$ cat config.mk
export PLATFORM = sky130hd
export DESIGN_NAME = ftr_regs
export DESIGN_NICKNAME = d
export VERILOG_FILES = /design/src/ftr_pkg.sv /design/src/ftr_pin_sync.sv /design/src/ftr_regs.sv
export SDC_FILE = /design/constraint.sdc
export NUM_CORES = 1
export LEC_CHECK = 0
export BUFFER_PORTS_ARGS = -buffer_cell sky130_fd_sc_hd__buf_2
export CORE_MARGIN = 10
export CORE_UTILIZATION = 56
export DETAILED_ROUTE_END_ITERATION = 10
export PLACE_DENSITY = 0.8
export SLEW_MARGIN = 20
export SYNTH_ARGS = -nofsm -noshare
export SYNTH_HDL_FRONTEND = slang
export SYNTH_SLANG_ARGS = --single-unit
$ cat constraint.sdc
create_clock -name i_clk -period 3.2 [get_ports i_clk]
set_clock_uncertainty 0.15 [all_clocks]
set_input_delay 0.64 -clock i_clk [delete_from_list [all_inputs] [get_ports i_clk]]
set_output_delay 0.64 -clock i_clk [all_outputs]
set_load 0.01 [all_outputs]
$ cat src/ftr_pkg.sv
// Purpose : Shared constants and types for the FIFO trigger / ready register block
// Assumes : Two channels (A = index 0, B = index 1), 8-bit host data bus
// Notes   : Every offset, field position and reset value lives here

package ftr_pkg;

  // ----------------------------------------------------------------
  // Geometry
  // ----------------------------------------------------------------
  localparam int NUM_CH   = 2;
  localparam int ADDR_W   = 3;
  localparam int DATA_W   = 8;
  localparam int LVL_W    = 7;          // FIFO counts 0..64
  localparam int DLY_W    = 3;
  localparam int CTL_W    = 4;
  localparam int BUS_W    = ADDR_W + DATA_W;

  // ----------------------------------------------------------------
  // Register addresses
  // ----------------------------------------------------------------
  localparam logic [ADDR_W-1:0] ADDR_ALT_FUNC  = 3'h2;
  localparam logic [ADDR_W-1:0] ADDR_FIFO_RDY  = 3'h7;
  localparam logic [ADDR_W-1:0] ADDR_TRIG_LVL  = 3'h7;
  localparam logic [2:0]        LCR_ALT_KEY    = 3'h4;  // line control bits 7:5

  // ----------------------------------------------------------------
  // Reset values
  // ----------------------------------------------------------------
  localparam logic [DATA_W-1:0] TRIG_LVL_RESET = 8'h00;
  localparam logic [DATA_W-1:0] ALT_FUNC_RESET = 8'h00;
  localparam logic [CTL_W-1:0]  CTL_IDLE       = 4'hF;  // all strobes inactive
  localparam logic [BUS_W-1:0]  BUS_IDLE       = 11'h000;

  // ----------------------------------------------------------------
  // Field positions
  // ----------------------------------------------------------------
  localparam int TL_TX_LSB    = 0;
  localparam int TL_RX_LSB    = 4;
  localparam int TL_NIB_W     = 4;
  localparam int AF_CONCURRENT_WRITE_ENABLE      = 0;
  localparam int AF_IR        = 1;
  localparam int AF_HDX       = 2;
  localparam int AF_DLY_LSB   = 5;
  localparam int RDY_TX_A     = 0;
  localparam int RDY_TX_B     = 1;
  localparam int RDY_RX_A     = 4;
  localparam int RDY_RX_B     = 5;
  localparam logic [DATA_W-1:0] RDY_USED_MASK = 8'h33;

  // Synchronised control vector bit order
  localparam int CTL_CSA = 3;
  localparam int CTL_CSB = 2;
  localparam int CTL_WR  = 1;
  localparam int CTL_RD  = 0;

  // ----------------------------------------------------------------
  // Bus driver enable sequencer
  // ----------------------------------------------------------------
  typedef enum logic [1:0] {
    FTR_DRV_IDLE = 2'b00,
    FTR_DRV_SEND = 2'b01,
    FTR_DRV_HOLD = 2'b10
  } ftr_drv_t;

endpackage : ftr_pkg

$ cat src/ftr_pin_sync.sv
// Purpose : Three-stage synchroniser with agreement filter for bus pins
// Assumes : Inputs are asynchronous to i_clk
// Notes   : Output changes only when stages two and three agree

`timescale 1ns/1ns
`default_nettype none

module ftr_pin_sync #(
  parameter int         W   = 1,
  parameter logic [W-1:0] RST = '0
) (
  input  wire logic         i_clk,      // Device clock
  input  wire logic         i_reset_n,  // Async reset, active low
  input  wire logic         i_ce,       // Clock enable
  input  wire logic [W-1:0] i_pin,      // Raw pin levels
  output logic      [W-1:0] o_level     // Filtered level
);

  typedef struct packed {
    logic [W-1:0] s1;
    logic [W-1:0] s2;
    logic [W-1:0] s3;
    logic [W-1:0] lvl;
  } ftr_sync_t;

  ftr_sync_t st_r;
  ftr_sync_t st_nxt;

  // ----------------------------------------------------------------
  // Next state: shift, accept bits where stages agree
  // ----------------------------------------------------------------
  always_comb begin
    st_nxt    = st_r;
    st_nxt.s1 = i_pin;
    st_nxt.s2 = st_r.s1;
    st_nxt.s3 = st_r.s2;
    for (int b = 0; b < W; b++) begin
      if (st_r.s2[b] == st_r.s3[b]) begin
        st_nxt.lvl[b] = st_r.s3[b];
      end
    end
  end

  // Registers
  always_ff @(posedge i_clk or negedge i_reset_n) begin
    if (!i_reset_n) begin
      st_r <= '{s1: RST, s2: RST, s3: RST, lvl: RST};
    end else if (i_ce) begin
      st_r <= st_nxt;
    end
  end

  assign o_level = st_r.lvl;

endmodule : ftr_pin_sync

`default_nettype wire

$ cat src/ftr_regs.sv
// Purpose : FIFO trigger level, FIFO ready and alternate function registers
// Assumes : Host strobes are async pins; UART channel status is on i_clk
// Notes   : Returns o_claim high when this block owns the read data
//
// Overview of operation
// - Trigger level low nibble sets transmit level in free spaces, 4 to 60.
// - Trigger level high nibble sets receive level in characters, 4 to 60.
// - Trigger level writes land only with enhanced bit 4 and modem bit 6 set.
// - A zero nibble falls back to the FIFO control selectable level.
// - Each nibble holds level over four; hardware multiplies it by four.
// - Ready bits 0,1 set when channel A/B transmit has enough free spaces.
// - Ready bits 4,5 set when channel A/B receive exceeds level or timed out.
// - Ready status is live, never latched, for both channels.
// - Ready bits use FIFO control level for zero nibble, else programmed one.
// - Ready register is read-only and reachable through either chip select.
// - Ready register sits at address 7 with modem bit 2 set, no loopback.
// - Alternate function register decodes at address 2 when line bits are 100.
// - Alternate bit 0 makes host writes land on every channel at once.
// - Per-channel bus driver enable stays active while transmit data pends.
// - Alternate function provides infrared SIR mode for 2400 to 115.2 kbps.
// - Half-duplex bit: driver enable high with data, held until delay expires.

`timescale 1ns/1ns
`default_nettype none

module ftr_regs
  import ftr_pkg::*;
(
  input  wire logic                         i_clk,           // Device clock, 10 MHz
  input  wire logic                         i_reset_n,       // Async reset, active low
  input  wire logic                         i_ce,            // Clock enable
  input  wire logic                         i_cs_a_n,        // Channel A select pin
  input  wire logic                         i_cs_b_n,        // Channel B select pin
  input  wire logic                         i_wr_n,          // Write strobe pin
  input  wire logic                         i_rd_n,          // Read strobe pin
  input  wire logic [ADDR_W-1:0]            i_addr,          // Register address pins
  input  wire logic [DATA_W-1:0]            i_data,          // Data bus input
  output logic      [DATA_W-1:0]            o_data,          // Data bus output
  output logic                              o_data_oe_n,     // Data bus enable, low drives
  output logic                              o_claim,         // This block answers the read
  input  wire logic [NUM_CH-1:0]            i_enh_enable,    // Enhanced feature bit 4
  input  wire logic [NUM_CH-1:0]            i_mcr_tlr_sel,   // Modem control bit 6
  input  wire logic [NUM_CH-1:0]            i_mcr_rdy_en,    // Modem control bit 2
  input  wire logic [NUM_CH-1:0]            i_loopback,      // Loopback active
  input  wire logic [NUM_CH-1:0][2:0]       i_lcr_top,       // Line control bits 7:5
  input  wire logic [NUM_CH-1:0][LVL_W-1:0] i_fcr_tx_level,  // Selectable TX level
  input  wire logic [NUM_CH-1:0][LVL_W-1:0] i_fcr_rx_level,  // Selectable RX level
  input  wire logic [NUM_CH-1:0][LVL_W-1:0] i_tx_free,       // TX FIFO free spaces
  input  wire logic [NUM_CH-1:0][LVL_W-1:0] i_rx_count,      // RX FIFO characters
  input  wire logic [NUM_CH-1:0]            i_rx_timeout,    // RX timeout flag
  input  wire logic [NUM_CH-1:0]            i_tx_busy,       // Holding or shift reg has data
  input  wire logic [NUM_CH-1:0]            i_bit_tick,      // One pulse per bit time
  output logic      [NUM_CH-1:0][LVL_W-1:0] o_tx_level,      // Effective TX trigger level
  output logic      [NUM_CH-1:0][LVL_W-1:0] o_rx_level,      // Effective RX trigger level
  output logic      [DATA_W-1:0]            o_fifo_ready,    // Live ready status
  output logic      [NUM_CH-1:0]            o_ir_mode,       // Infrared SIR enable
  output logic      [NUM_CH-1:0]            o_half_duplex,   // Half-duplex bus mode
  output logic      [NUM_CH-1:0]            o_bus_drv_en     // Bus driver enable out
);

  // ----------------------------------------------------------------
  // Helpers
  // ----------------------------------------------------------------
  // Nibble to entries; zero selects the fallback level
  function automatic logic [LVL_W-1:0] eff_level(input logic [TL_NIB_W-1:0] nib,
                                                 input logic [LVL_W-1:0]    fallback);
    if (nib == '0) begin
      eff_level = fallback;
    end else begin
      eff_level = {1'b0, nib, 2'b00};
    end
  endfunction : eff_level

  typedef struct packed {
    logic [NUM_CH-1:0][DATA_W-1:0] fifo_trigger_levels;
    logic [NUM_CH-1:0][DATA_W-1:0] alternate_function;
    logic [CTL_W-1:0]              ctl_prev;
    logic [DATA_W-1:0]             rd_data;
    logic                          claim;
    logic [DATA_W-1:0]             frdy;
    logic [NUM_CH-1:0][LVL_W-1:0]  tx_lvl;
    logic [NUM_CH-1:0][LVL_W-1:0]  rx_lvl;
    ftr_drv_t [NUM_CH-1:0]         dst;
    logic [NUM_CH-1:0][DLY_W-1:0]  dcnt;
    logic [NUM_CH-1:0]             drv;
  } ftr_state_t;

  ftr_state_t st_r;
  ftr_state_t st_nxt;

  logic [CTL_W-1:0] ctl;
  logic [BUS_W-1:0] bus;
  logic [ADDR_W-1:0] addr;
  logic [DATA_W-1:0] wdata;
  logic              wr_ev;
  logic              rd_act;
  logic              sel_b;
  logic [NUM_CH-1:0] tgt;
  logic [NUM_CH-1:0] tlr_ok;
  logic [NUM_CH-1:0] afr_ok;
  logic              concurrent_write_enable;

  // ----------------------------------------------------------------
  // Pin synchronisers
  // ----------------------------------------------------------------
  ftr_pin_sync #(.W(CTL_W), .RST(CTL_IDLE)) u_ctl_sync (
    .i_clk     (i_clk),
    .i_reset_n (i_reset_n),
    .i_ce      (i_ce),
    .i_pin     ({i_cs_a_n, i_cs_b_n, i_wr_n, i_rd_n}),
    .o_level   (ctl)
  );

  ftr_pin_sync #(.W(BUS_W), .RST(BUS_IDLE)) u_bus_sync (
    .i_clk     (i_clk),
    .i_reset_n (i_reset_n),
    .i_ce      (i_ce),
    .i_pin     ({i_addr, i_data}),
    .o_level   (bus)
  );

  // ----------------------------------------------------------------
  // Access decode
  // ----------------------------------------------------------------
  // Write taken at end of strobe, with selects from while it was low
  assign addr   = bus[BUS_W-1:DATA_W];
  assign wdata  = bus[DATA_W-1:0];
  assign wr_ev  = !st_r.ctl_prev[CTL_WR] && ctl[CTL_WR];
  assign rd_act = !ctl[CTL_RD] && (!ctl[CTL_CSA] || !ctl[CTL_CSB]);
  assign sel_b  = ctl[CTL_CSA];
  assign concurrent_write_enable   = st_r.alternate_function[0][AF_CONCURRENT_WRITE_ENABLE] || st_r.alternate_function[1][AF_CONCURRENT_WRITE_ENABLE];
  assign tgt    = concurrent_write_enable ? {NUM_CH{1'b1}}
                       : {!st_r.ctl_prev[CTL_CSB], !st_r.ctl_prev[CTL_CSA]};

  // Per-channel map selectors
  always_comb begin
    for (int c = 0; c < NUM_CH; c++) begin
      tlr_ok[c] = i_enh_enable[c] && i_mcr_tlr_sel[c];
      afr_ok[c] = (i_lcr_top[c] == LCR_ALT_KEY);
    end
  end

  // ----------------------------------------------------------------
  // Next state
  // ----------------------------------------------------------------
  always_comb begin
    st_nxt          = st_r;
    st_nxt.ctl_prev = ctl;

    // Register writes; the ready register has no write path
    for (int c = 0; c < NUM_CH; c++) begin
      if (wr_ev && tgt[c]) begin
        if (addr == ADDR_TRIG_LVL && tlr_ok[c]) begin
          st_nxt.fifo_trigger_levels[c] = wdata;
        end
        if (addr == ADDR_ALT_FUNC && afr_ok[c]) begin
          st_nxt.alternate_function[c] = wdata;
        end
      end
    end

    // Effective trigger levels
    for (int c = 0; c < NUM_CH; c++) begin
      st_nxt.tx_lvl[c] = eff_level(st_r.fifo_trigger_levels[c][TL_TX_LSB +: TL_NIB_W],
                                   i_fcr_tx_level[c]);
      st_nxt.rx_lvl[c] = eff_level(st_r.fifo_trigger_levels[c][TL_RX_LSB +: TL_NIB_W],
                                   i_fcr_rx_level[c]);
    end

    // Live ready status, refreshed every cycle
    st_nxt.frdy           = '0;
    st_nxt.frdy[RDY_TX_A] = (i_tx_free[0] >= st_nxt.tx_lvl[0]);
    st_nxt.frdy[RDY_TX_B] = (i_tx_free[1] >= st_nxt.tx_lvl[1]);
    st_nxt.frdy[RDY_RX_A] = (i_rx_count[0] > st_nxt.rx_lvl[0]) || i_rx_timeout[0];
    st_nxt.frdy[RDY_RX_B] = (i_rx_count[1] > st_nxt.rx_lvl[1]) || i_rx_timeout[1];

    // Read mux; trigger level access mode outranks the ready view
    st_nxt.claim   = 1'b0;
    st_nxt.rd_data = '0;
    if (rd_act) begin
      if (addr == ADDR_TRIG_LVL && tlr_ok[sel_b]) begin
        st_nxt.claim   = 1'b1;
        st_nxt.rd_data = st_r.fifo_trigger_levels[sel_b];
      end else if (addr == ADDR_FIFO_RDY && i_mcr_rdy_en[sel_b]
                   && !i_loopback[sel_b]) begin
        st_nxt.claim   = 1'b1;
        st_nxt.rd_data = st_nxt.frdy & RDY_USED_MASK;
      end else if (addr == ADDR_ALT_FUNC && afr_ok[sel_b]) begin
        st_nxt.claim   = 1'b1;
        st_nxt.rd_data = st_r.alternate_function[sel_b];
      end
    end

    // Bus driver enable sequencer per channel
    for (int c = 0; c < NUM_CH; c++) begin
      case (st_r.dst[c])
        FTR_DRV_IDLE: begin
          if (st_r.alternate_function[c][AF_HDX] && i_tx_busy[c]) begin
            st_nxt.dst[c] = FTR_DRV_SEND;
          end
        end
        FTR_DRV_SEND: begin
          if (!st_r.alternate_function[c][AF_HDX]) begin
            st_nxt.dst[c] = FTR_DRV_IDLE;
          end else if (!i_tx_busy[c]) begin
            st_nxt.dst[c]  = FTR_DRV_HOLD;
            st_nxt.dcnt[c] = '0;
          end
        end
        FTR_DRV_HOLD: begin
          if (!st_r.alternate_function[c][AF_HDX]) begin
            st_nxt.dst[c] = FTR_DRV_IDLE;
          end else if (i_tx_busy[c]) begin
            st_nxt.dst[c] = FTR_DRV_SEND;
          end else if (st_r.dcnt[c] == st_r.alternate_function[c][AF_DLY_LSB +: DLY_W]) begin
            st_nxt.dst[c] = FTR_DRV_IDLE;
          end else if (i_bit_tick[c]) begin
            st_nxt.dcnt[c] = st_r.dcnt[c] + 3'h1;
          end
        end
        default: begin
          st_nxt.dst[c] = FTR_DRV_IDLE;
        end
      endcase
      st_nxt.drv[c] = (st_nxt.dst[c] != FTR_DRV_IDLE);
    end
  end

  // ----------------------------------------------------------------
  // State register
  // ----------------------------------------------------------------
  always_ff @(posedge i_clk or negedge i_reset_n) begin
    if (!i_reset_n) begin
      st_r          <= '0;
      st_r.fifo_trigger_levels      <= {NUM_CH{TRIG_LVL_RESET}};
      st_r.alternate_function      <= {NUM_CH{ALT_FUNC_RESET}};
      st_r.ctl_prev <= CTL_IDLE;
    end else if (i_ce) begin
      st_r <= st_nxt;
    end
  end

  // ----------------------------------------------------------------
  // Outputs
  // ----------------------------------------------------------------
  assign o_data       = st_r.rd_data;
  assign o_claim      = st_r.claim;
  assign o_data_oe_n  = !(st_r.claim && rd_act);
  assign o_tx_level   = st_r.tx_lvl;
  assign o_rx_level   = st_r.rx_lvl;
  assign o_fifo_ready = st_r.frdy;
  assign o_bus_drv_en = st_r.drv;

  // Mode bits straight from the alternate function registers
  always_comb begin
    for (int c = 0; c < NUM_CH; c++) begin
      o_ir_mode[c]     = st_r.alternate_function[c][AF_IR];
      o_half_duplex[c] = st_r.alternate_function[c][AF_HDX];
    end
  end
endmodule : ftr_regs

`default_nettype wire

==> impl_results.md <==
- GP Congestion: roughly 0.9
- Seq cells post-synth: 148
- Slew headroom: 40.49%
- Multi-input logic area: 3144 um^2
- Root buffer cell: clkbuf_16
- Leak Pwr: 0.004143 uW
- DRT antenna net count: 0
- Clk_lat worst skew: 0.42 ns
- Max cap viols: 0
- Predominant post-synthesis flop cell: dfrtp_1
- Nets: 922
- Status: completed
- Final max-slew violation count: 0
- Avg Inst Size Synth: 10.69 um^2
- Setup bufs post-CTS: 0
- Synth Instances: 698
- Period utilisation layout: between 80 and 90%
- Critical path class: reg2reg
- Die H: between 100 and 150 um
- Distinct cells, synth: 61
- Final hold slack: 0.03247 ns
- Largest net degree at the start of global routing: 62
- Power density over cell area: roughly 810 nW/um^2
- WP data arrival: 2.93 ns
- CP Launch Type: flip-flop
- Via/cell ratio: 5.767
- Final Setup Violations: 0
- Layout cell share with drive strength beyond 1: 34.56%
- Global route total overflow: 0
- Critical Path RT: between 3 and 4 ns
- Port bufs: 141
- Synth async-reset ratio: 100.0%
- Bufs on Longest Clock Path: 2
- Min Tclk post-route: around 2.8 ns
- Seq. cell area: 3727 um^2
- CP Capture Type: flip-flop
- Post-CTS Resized: 0
- Final worst slack: 0.4238 ns
- Pre-CTS setup slack: 0.4697 ns
- Hold Crit Class: in2async
- CP Max Fanout: 6
- Core area: 13,140 um^2
- Die width: between 100 and 150 um
- Wirelength, routed: 18,300 um
- Clock-pin slew on the worst setup and hold paths: 0.06 ns
- WL/cell: 18.47 um
- CTS Buf Count: 17
- Initial DRC count: 412
- DRC violations left: 0
- Synth warn: 0
- Hold Vio Cnt, Final: 0
- Die ar.: 18,330 um^2
- Vias post-DR: 5,715
- Post-DP HPWL: 13,290 um
- Rows: 42
- H-tree depth: 4
- RSZ-0062 raised after global routing: no
- Gr usage total: 20.40%
- # hold bufs at CTS: 0
- Worst-Margin Slew: about 0.87 ns
- Fmax: 360.2 MHz
- Total Neg Setup Slack: 0 ns
- CTS tree: done
- First drt pass iteration count: 5
- CTS sink count: 148
- Maximum VDD drop: 420.1 uV
- FILL cells: around 1,000
- Post-synthesis cell area: approximately 7500 um^2
- Initial antenna violation count: 3
- Area grow syn2layout: 17.18%
- Post-synth EDFFs: 0
- IO Pins: 146
- Post-synthesis sequential area ratio: 49.97%
- Number of global-route vias before repair: 5,875
- First-pass GRT wire length: 29,930 um
- R2R cell count: 6
- Initial Utilization: 56.77%
==> metal layers <==
layer / global-route usage [%] / up-vias / wire [um]
met4: 7.536 / 2 / 365
met3: 6.565 / 29 / 1454
met5: 0 / - / 13
met2: 33.51 / 220 / 8805
met1: 24.57 / 2811 / 7660
li1: - / 2653 / -
==> layout make-up <==
class / instances / area share [%]
antenna: 2 / 0.05727
inverter: 35 / 1.503
timing repair buffer: 153 / 9.349
clock buffer: 24 / 5.741
sequential: 148 / 42.65
clock inverter: 8 / 2.205
multi-input combinational: 445 / 35.98
tap: 176 / 2.520
==> Yosys cell counts, types with 3 or more instances <==
master	n	area share [%]
dfrtp_1	129	43
mux2_2	71	11
o21ai_0	67	4.5
a21oi_1	60	4.0
nand2_1	56	2.8
buf_4	50	5.0
inv_1	33	1.7
nor2_1	31	1.6
ha_1	28	4.7
dfstp_2	19	6.7
clkbuf_1	15	0.75
a221oi_1	9	1.1
nand3_1	8	0.54
and2_1	7	0.59
mux2i_1	6	0.81
nor2b_1	6	0.50
nor3_1	6	0.40
a22o_1	5	0.59
a31oi_1	5	0.42
a211o_1	4	0.47
a211oi_1	4	0.40
buf_1	4	0.20
buf_2	4	0.27
nand2b_1	4	0.34
nand4_1	4	0.34
nor4_1	4	0.34
o2111ai_1	4	0.47
o32ai_1	4	0.47
a2111oi_0	3	0.35
a21o_1	3	0.30
and3b_1	3	0.35
o21a_1	3	0.30
xnor2_1	3	0.35
xor2_1	3	0.35
==> sequential cells by signal, indices dropped and copies added (netlist names), 4 cells and up <==
signal / flops
st_r: 41
u_bus_sync.st_r: 11
u_bus_sync.o_level: 11
o_tx_level: 14
o_fifo_ready: 4
u_bus_sync.st_nxt: 22
o_rx_level: 14
u_ctl_sync.st_nxt: 8
u_ctl_sync.st_r: 4
u_ctl_sync.o_level: 4
o_data: 8
==> critical path, cell delays in order, from the launching register on <==
cell and delay, ns:
dfrtp_1 0.43, nor4_1 0.66, nand2_1 0.19, ha_1 0.24
a2111oi_0 0.57, a21oi_1 0.14, mux2_2 0.28
==> where the power goes <==
group	switching, uW	internal (uW)
registers	461	2380
clock network	741	1570
logic	1060	913
total	2260	4860
==> worst paths after layout <==
kind                                                      from                                to  slack [ns]
worst max-delay path                      st_r[78]$_DFFE_PN0P_       o_fifo_ready[0]$_DFFE_PN0P_        0.42
worst min-delay path                                 i_reset_n        o_tx_level[13]$_DFFE_PN0P_        0.03
worst max register to register            st_r[78]$_DFFE_PN0P_       o_fifo_ready[0]$_DFFE_PN0P_        0.42
worst min register to register  u_ctl_sync.st_r[7]$_DFFE_PN1P_    u_ctl_sync.st_r[7]$_DFFE_PN1P_        0.33
max in group asynchronous                            i_reset_n              st_r[58]$_DFFE_PN1P_        2.01
min in group i_clk                                      i_rd_n  u_ctl_sync.st_nxt[8]$_DFFE_PN1P_        0.30
==> layout by cell type (no fill, tap or decap), types with 5 or more instances in the layout <==
master and count:
a21oi_1 60, buf_2 139, nor2b_1 6, mux2i_1 6, inv_1 33, clkbuf_8 5
o21ai_0 67, dfrtp_1 129, a22o_1 5, nor2_1 31, bufinv_16 6, a221oi_1 9
clkbuf_16 17, a31oi_1 5, nor3_1 6, nand3_1 8, mux2_2 71, buf_4 12
nand2_1 56, ha_1 28, and2_1 7, dfstp_2 19
==> through the flow <==
| stage | area [um^2] | power (uW) | instances | util (%) |
|---|---|---|---|---|
| 5_1_grt | 8737 | 7548 | 990 | 66.50 |
| 2_1_floorplan | 7470 | 4284 | 701 | - |
| 4_1_cts | 8735 | 7144 | 989 | 66.49 |
| 3_3_place_gp | 8040 | 4696 | 957 | 61.20 |
| 6_report | 8740 | 7119 | 991 | 66.52 |
| 3_5_place_dp | 8040 | 4822 | 957 | 61.20 |
==> kinds of logic (layout without fill, tap and decap cells) <==
logic type                 count (synthesis)  count (layout)  share of synthesized area, %
AOI/OAI and AO/OA                        183             183                         14.75
xor gates and xnor gates                   6               6                        0.7047
adders and majority gates                 29              29                         4.831
buffers and inverters                    108             220                         8.019
DFF                                      148             148                         49.97
muxes                                     77              77                         11.52
other                                      1               6                       0.05028
and+or+nand+nor                          146             146                         10.15
Power figures use the tool's default switching activity.
